[src/rtl/aitc_pkg.sv]
// Purpose: constants for the injection trigger timer control block
// Assumes: 16-bit control register on the CPU-side register port
// Notes: base clock equals core_clk, so one base cycle is one core_clk cycle
package aitc_pkg;
  localparam logic [15:0] CTRL_OFFSET = 16'hC000;
  localparam logic [15:0] CTRL_RESET = 16'h0000;
  // writable bits 9..0, bits 15..10 read as zero
  localparam logic [15:0] CTRL_WMASK = 16'h03FF;
  localparam int BIT_ENABLE = 0;
  localparam int BIT_DIRECTION = 1;
  localparam int BIT_RELOAD = 2;
  localparam int BIT_CONT_STOP = 3;
  localparam int BIT_TRIG_EN = 4;
  localparam int BIT_CLK_MODE = 5;
  localparam int PRESC_LSB = 6;
  localparam int PRESC_W = 4;
  // smallest division is 2**PRESC_BASE_EXP, largest 2**(PRESC_BASE_EXP+15)
  localparam int PRESC_BASE_EXP = 2;
  localparam int PRESC_CNT_W = 18;
  localparam int BASE_CLK_NS = 100;
  localparam int TRIG_PULSE_NS = 2 * BASE_CLK_NS;
  localparam int TRIG_PULSE_CYC = TRIG_PULSE_NS / BASE_CLK_NS;
  localparam logic [15:0] VALUE_RESET = 16'h0000;
endpackage

[src/rtl/aitc_timer.sv]
// Purpose: control register, prescaler, current value counter and trigger pulse
// Assumes: start and end values come from neighbouring register logic
// Notes: all state is synchronous to core_clk, reset by srst
`timescale 1ns/1ns
module aitc_timer (
  // clock and reset
  input wire logic core_clk,
  input wire logic srst,
  // register port
  input wire logic [15:0] reg_addr,
  input wire logic reg_wr,
  input wire logic reg_rd,
  input wire logic [15:0] reg_wdata,
  output logic [15:0] reg_rdata,
  // neighbouring value registers
  input wire logic [15:0] start_value,
  input wire logic [15:0] end_value,
  // timer outputs
  output logic [15:0] current_value,
  output logic injection_trigger_out
);
  logic [15:0] control_register;
  logic [aitc_pkg::PRESC_CNT_W-1:0] presc_cnt;
  logic [aitc_pkg::PRESC_CNT_W-1:0] presc_lim;
  logic [aitc_pkg::PRESC_W-1:0] prescale_code;
  logic count_enable_bit;
  logic count_direction;
  logic reload_enable;
  logic continue_stop_select;
  logic trigger_output_enable;
  logic count_tick;
  logic load_pending;
  logic at_end;
  logic at_end_q;
  logic end_edge;
  logic edge_q;
  logic [15:0] next_value;

  // control register address match, shared by the write and read paths
  function automatic logic is_ctrl_addr(input logic [15:0] addr);
    return addr == aitc_pkg::CTRL_OFFSET;
  endfunction

  assign count_enable_bit = control_register[aitc_pkg::BIT_ENABLE];
  assign count_direction = control_register[aitc_pkg::BIT_DIRECTION];
  assign reload_enable = control_register[aitc_pkg::BIT_RELOAD];
  assign continue_stop_select = control_register[aitc_pkg::BIT_CONT_STOP];
  assign trigger_output_enable = control_register[aitc_pkg::BIT_TRIG_EN];
  assign prescale_code = control_register[aitc_pkg::PRESC_LSB +: aitc_pkg::PRESC_W];

  // control register write, upper bits never stored
  always_ff @(posedge core_clk) begin
    if (srst) begin
      control_register <= aitc_pkg::CTRL_RESET;
    end else if (reg_wr && is_ctrl_addr(reg_addr)) begin
      control_register <= reg_wdata & aitc_pkg::CTRL_WMASK;
    end
  end

  always_ff @(posedge core_clk) begin
    if (srst) begin
      reg_rdata <= 16'h0000;
    end else if (reg_rd && is_ctrl_addr(reg_addr)) begin
      reg_rdata <= control_register & aitc_pkg::CTRL_WMASK;
    end else begin
      reg_rdata <= 16'h0000;
    end
  end

  // prescaler runs on core_clk, the base clock; limit is 2**(2+code)-1
  always_comb begin
    presc_lim = '0;
    for (int i = 0; i < aitc_pkg::PRESC_CNT_W; i++) begin
      if (i < aitc_pkg::PRESC_BASE_EXP + int'(prescale_code)) begin
        presc_lim[i] = 1'b1;
      end
    end
  end

  assign count_tick = count_enable_bit && ((presc_cnt & presc_lim) == presc_lim);

  always_ff @(posedge core_clk) begin
    if (srst || !count_enable_bit) begin
      presc_cnt <= '0;
    end else begin
      presc_cnt <= presc_cnt + 1'b1;
    end
  end

  // start value is loaded on the first tick after enable rises
  always_ff @(posedge core_clk) begin
    if (srst || !count_enable_bit) begin
      load_pending <= 1'b1;
    end else if (count_tick) begin
      load_pending <= 1'b0;
    end
  end

  assign at_end = current_value == end_value;

  always_comb begin
    next_value = current_value;
    if (load_pending) begin
      next_value = start_value;
    end else if (at_end && reload_enable) begin
      next_value = start_value;
    end else if (at_end && !continue_stop_select) begin
      next_value = current_value;
    end else if (count_direction) begin
      next_value = current_value + 16'h0001;
    end else begin
      next_value = current_value - 16'h0001;
    end
  end

  always_ff @(posedge core_clk) begin
    if (srst) begin
      current_value <= aitc_pkg::VALUE_RESET;
    end else if (count_tick) begin
      current_value <= next_value;
    end
  end

  // trigger: rising edge of equality, stretched to two base cycles
  assign end_edge = count_enable_bit && at_end && !at_end_q;

  always_ff @(posedge core_clk) begin
    if (srst) begin
      at_end_q <= 1'b0;
      edge_q <= 1'b0;
      injection_trigger_out <= 1'b0;
    end else begin
      at_end_q <= at_end;
      edge_q <= end_edge;
      injection_trigger_out <= trigger_output_enable && (end_edge || edge_q);
    end
  end
endmodule // aitc_timer

[config.mk]
export PLATFORM = sky130hd
export DESIGN_NAME = aitc_timer
export DESIGN_NICKNAME = d
export VERILOG_FILES = /design/src/rtl/aitc_pkg.sv /design/src/rtl/aitc_timer.sv
export SDC_FILE = /design/constraint.sdc
export NUM_CORES = 1
export LEC_CHECK = 0
export CAP_MARGIN = 20
export CORE_MARGIN = 2
export CORE_UTILIZATION = 55
export CTS_CLUSTER_SIZE = 14
export DETAILED_ROUTE_END_ITERATION = 12
export DONT_BUFFER_PORTS = 1
export PLACE_DENSITY = 0.74
export REMOVE_ABC_BUFFERS = 1
export SLEW_MARGIN = 10
export SYNTH_ARGS = -nofsm -noshare
export SYNTH_HDL_FRONTEND = slang
export SYNTH_SLANG_ARGS = --single-unit
[constraint.sdc]
create_clock -name core_clk -period 3.02 [get_ports core_clk]
set_input_delay 0.302 -clock core_clk [delete_from_list [all_inputs] [get_ports core_clk]]
set_output_delay 0.302 -clock core_clk [all_outputs]
set_load 0.02 [all_outputs]
; ---- After elaboration in Yosys (flattened, before gate mapping)
; Index checks and enable logic that the tools add are counted.
[word_totals]
register_bits = 64
inputBits = 68
output_inout_bits = 33
word_cells = 74
[op_classes]
addsub = 4
order_cmp = 18
eq_ne = 4
muxes = 22
bitwise_logic = 2
n_reduce_logical = 15
[op_table]
columns = cell, count
row1 = 5-bit by 32-bit less-than comparator with 1-bit output (first input constant), 8
row2 = 4-bit by 32-bit less-than comparator with 1-bit output (first input constant), 4
row3 = 3-bit by 32-bit less-than comparator with 1-bit output (first input constant), 2
row4 = 16-bit 2-to-1 mux, 4
row5 = 1-bit by 32-bit less-than comparator with 1-bit output (first input constant), 1
row6 = 2-bit by 32-bit less-than comparator with 1-bit output (first input constant), 1
row7 = 6-bit by 32-bit less-than comparator with 1-bit output (first input constant), 1
row8 = 18-bit by 1-bit adder with 18-bit output (second input constant), 1
row9 = 18-bit AND, 1
row10 = 18-bit == test, 1
row11 = 1-bit 2-to-1 mux, 18
row12 = 16-bit by 1-bit adder with 16-bit output (second input constant), 1
row13 = 16-bit == test, 1
row14 = 16-bit == test (second input constant), 1
row15 = 16-bit by 1-bit subtractor with 16-bit output (second input constant), 1
row16 = 1-bit logical AND, 8
row17 = 2-bit by 4-bit adder with 5-bit output (first input constant), 1
row18 = 5-bit less-than comparator (first input constant), 1
row19 = 1-bit logical NOT, 3
row20 = 3-bit inequality test (second input constant), 1
row21 = 1-bit logical OR, 2
row22 = 2-bit AND reduction, 1
row23 = 2-bit OR reduction, 1
row24 = 1-bit inverter, 1

; ---- Longest topological paths before layout
[depth]
ltp_word = 7
ltp_mapped = 11
ltp_nobuf = 9

; ---- Worst setup path after synthesis
; No wires, ideal clock.
[synth_timing]
path_kind = register -> register
start = register control_register[1]
end = register current_value[14]
setup_ps = 88
arrival_ps = 2654
t_required_ps = 2932
path_slack_ps = 278
stages_incl_launch_ff = 10
path_buffers = 0
synth_period_minus_slack_ps = 2742
path_cell_list = dfxtp_1 > inv_1 > fa_1 > a211oi_2 > o21ai_2 > a2111oi_2 > o41ai_2 > a311oi_1 > mux2_1 > a311oi_2
[synth_between]
elab_chain_cells = 4
[synth_rtl]
columns = item, line_no
row1 = "start, declared", aitc_timer.sv:22  ; logic [15:0] control_register;
row2 = "start signal, assigned", aitc_timer.sv:54  ; control_register <= aitc_pkg::CTRL_RESET;
row3 = "start signal, assigned", aitc_timer.sv:56  ; control_register <= reg_wdata & aitc_pkg::CTRL_WMASK;
row4 = 16-bit 2-to-1 mux, aitc_timer.sv:109  ; end else if (count_direction) begin
row5 = 16-bit 2-to-1 mux, aitc_timer.sv:107  ; end else if (at_end && !continue_stop_select) begin
row6 = 16-bit 2-to-1 mux, aitc_timer.sv:105  ; end else if (at_end && reload_enable) begin
row7 = 16-bit 2-to-1 mux, aitc_timer.sv:103  ; if (load_pending) begin
row8 = "end signal, assigned", aitc_timer.sv:118  ; current_value <= aitc_pkg::VALUE_RESET;
row9 = "end signal, assigned", aitc_timer.sv:120  ; current_value <= next_value;
row10 = "end, declared", aitc_timer.sv:19  ; output logic [15:0] current_value,
; Every way passes these cells. The select of a mux whose other input is x is not followed.
; A chain may end at the register's enable or synchronous reset.

; ---- Final worst setup path
[layout_timing]
start = register current_value[0]
end = register current_value[14]
[layout_between]
elab_chain_cells = 5
elab_cells_between_ends = 11
classes_between = add/sub (2) / eq/ne (2) / mux (4) / reduce/logical (3)
[layout_rtl]
columns = item, line_no
row1 = 16-bit by 1-bit subtractor with 16-bit output / 16-bit by 1-bit adder with 16-bit output (equally long branches), "aitc_timer.sv:112, aitc_timer.sv:110"
row2 = 16-bit 2-to-1 mux, aitc_timer.sv:109
row3 = 16-bit 2-to-1 mux, aitc_timer.sv:107
row4 = 16-bit 2-to-1 mux, aitc_timer.sv:105
row5 = 16-bit 2-to-1 mux, aitc_timer.sv:103
; Parallel ways exist; a longest one is shown, timed or not. The select of a mux whose other input is x is not followed.

==> impl_metrics.json <==
{
  "synth_seq_cells": 58,
  "finalHoldViolCount": 0,
  "insertion_delay_ns": 0.33,
  "initial_core_util": 0.5609,
  "leakage_uw": 0.001398,
  "outcome": "finished, final reports clean",
  "yosys.area.top_type_share": 0.3317,
  "crit_required_ns": 3.27,
  "core-area_um2": 6241,
  "yosys-top-cells-area": "dfxtp_1 33%, xnor2_1 7.3%, mux2i_1 6.3%",
  "yosysSeqAreaShare": 0.3317,
  "synth_top_area_cell": "dfxtp_1",
  "setup_viol": 0,
  "initialDrtViolationCount": 145,
  "clk_path_buf_depth": 2,
  "yosysWarnings": 0,
  "grt_use_total": 0.2168,
  "setup.worst_path.start_class": "register",
  "portBuffers": 0,
  "power_density_nw_per_um2": 379.1,
  "post-route-period-util": 0.9334,
  "die_h_um": 83.78,
  "arrival_ns": 3.07,
  "rsz0062_at_grt": "false",
  "dp_hpwl_mm": 5.595,
  "area_delta_synth_final_pct": 7.684,
  "drt_wl_total_mm": 7.435,
  "yosysUniqueCellTypes": 64,
  "grt_pass1_vias": 2680,
  "synth_ff_type": "dfxtp_1",
  "drc": 0,
  "htreeDepth": 3,
  "grt_remaining_overflow": 0,
  "worst_pin_slew_ns": 0.7793,
  "fin_skew_ns": 0.004842,
  "first_pass_iters": 4,
  "final.setup.tns_ns": 0,
  "dieArea_um2": 7019,
  "cts_tree": "built",
  "diodes": 0,
  "num_vias": 2806,
  "synth_edf_count": 0,
  "drive_gt1_frac": 0.1103,
  "cts_resized": 0,
  "num_rows": 29,
  "yosysMostFrequentCell": "dfxtp_1",
  "gp_congestion": 0.9078,
  "slew_headroom": 0.4805,
  "wl_per_cell_um": 15.33,
  "clock_sinks": 58,
  "finalMaxSlewViolations": 0,
  "peakVddDrop_uv": 283.9,
  "final_cells": 485,
  "viasPerCell": 5.786,
  "critical_path_class": "reg2reg",
  "syn-cell-area_um2": 3501,
  "fillers": 545,
  "maxCapViolations": 0,
  "ctsRootBufferMaster": "clkbuf_8",
  "cts_made_buffers": 9,
  "avgSynthCellArea_um2": 8.885,
  "async_flop_share": 0,
  "finalCriticalPeriod_ns": 2.819,
  "postCtsSetupBuffers": 0,
  "fp.dieW_um": 83.78,
  "dp_slack_ns": 0.2009,
  "antenna_found_initial": 0,
  "num-nets-final": 489,
  "syn_inst": 394,
  "ctsHoldBuffers": 0,
  "dpl.cell_count": 469,
  "stdcell_area_um2": 3770,
  "critPathCaptureType": "register",
  "max_freq_ghz": 0.3547,
  "clk_pin_slew_ns": 0.07,
  "io_pins": 101,
  "hp-class": "in2reg",
  "placed_area_um2": 3590,
  "setup_ws_ns": 0.2011,
  "detail-route-antenna-nets": 0,
  "crit_path_max_fanout": 7,
  "synthTopCellsByCount": "58 x dfxtp_1, 52 x nor2_1, 29 x xnor2_1",
  "grt_max_degree": 33,
  "grt_first_pass_wirelength_mm": 12.25
}
==> final timing paths <==
kind / cells after the start / start / endpoint / slack (ns)
setup / recovery: 8 / current_value[0]$_SDFFE_PP0P_ / current_value[14]$_SDFFE_PP0P_ / 0.20
hold reg to reg: 1 / control_register[5]$_SDFFE_PP0P_ / reg_rdata[5]$_SDFF_PP0_ / 0.46
hold / removal: 1 / srst / current_value[2]$_SDFFE_PP0P_ / 0.03
setup reg to reg: 8 / current_value[0]$_SDFFE_PP0P_ / current_value[14]$_SDFFE_PP0P_ / 0.20
==> worst max-delay path, stage by stage, from the launching register on <==
cell and delay (ns):
dfxtp_1 0.39, fa_1 0.52, a211oi_2 0.28, o21ai_2 0.13, a2111oi_2 0.37, o41ai_2 0.19
a311oi_1 0.32, mux2_1 0.36, a311oi_2 0.19
==> placed cells by master (no fill, tap or decap), types with 3 or more instances in the layout <==
| master | count |
|---|---|
| a211oi_1 | 11 |
| a21o_1 | 6 |
| a21oi_1 | 15 |
| a31oi_1 | 4 |
| and2_1 | 11 |
| and3_1 | 3 |
| and4_1 | 3 |
| buf_4 | 11 |
| clkbuf_8 | 10 |
| clkinvlp_4 | 5 |
| conb_1 | 6 |
| dfxtp_1 | 58 |
| ha_1 | 17 |
| inv_1 | 12 |
| mux2i_1 | 22 |
| nand2_1 | 14 |
| nand2b_1 | 5 |
| nand3_1 | 6 |
| nand4_1 | 13 |
| nor2_1 | 52 |
| nor2b_1 | 6 |
| nor3_1 | 5 |
| nor3b_1 | 3 |
| o21a_1 | 3 |
| o21ai_0 | 11 |
| o21ai_1 | 4 |
| or3_1 | 4 |
| xnor2_1 | 29 |
| xor2_1 | 12 |
==> cell families (layout without fill, tap and decap cells) <==
logic type               count (synthesis)  after routing  synth area share
buffers and inverters                   32             41           0.05075
AND/OR/NAND/NOR                        139            139            0.2116
other                                    1              6          0.001071
AO/OA/AOI/OAI                           81             81            0.1665
multiplexers                            24             24           0.06933
flip-flops                              58             58            0.3317
adder cells (fa/ha/maj)                 18             18           0.06648
XOR/XNOR                                41             41            0.1026
==> state kept, by name, indices dropped and copies added (netlist names) <==
name	count
load_pending	1
edge_q	1
reg_rdata	10
control_register	10
at_end_q	1
current_value	16
injection_trigger_out	1
presc_cnt	18
==> power by group <==
group	switching [uW]	total (uW)	internal, uW	leakage, uW
clock	317	634	317	0.0000765
sequential	0.00159	765	765	0.000467
combinational	15.8	30.6	14.7	0.000854
==> stage by stage <==
stage / utilization / total power, uW / hold slack, ns
3_3_place_gp: 0.5752 / 812.2 / 0.3743
3_5_place_dp: 0.5752 / 812.5 / 0.3791
4_1_cts: 0.6041 / 1448 / 0.006364
6_report: 0.6041 / 1429 / 0.02865
5_1_grt: 0.6041 / 1480 / 0.01208
2_1_floorplan: - / 808.9 / 0.3699
==> area by class of cell <==
type                    count  area [um^2]  area share
repair buffers             12        102.6     0.02722
multi-input cells         309         2181      0.5785
clock buffers              10        137.6     0.03651
inverters                  13        48.80     0.01294
well taps                  77        96.34     0.02556
flip-flops and latches     58         1161      0.3080
clock inverters             6        42.54     0.01128
==> routing by layer <==
metal	wire [um]	GRT usage	vias up
li1	-	-	1415
met1	3272	0.2638	1307
met2	3679	0.3673	80
met3	419	0.06034	4
met4	63	0.07625	0
met5	0	0	-
Note: power is estimated with default switching activity, not from simulation.
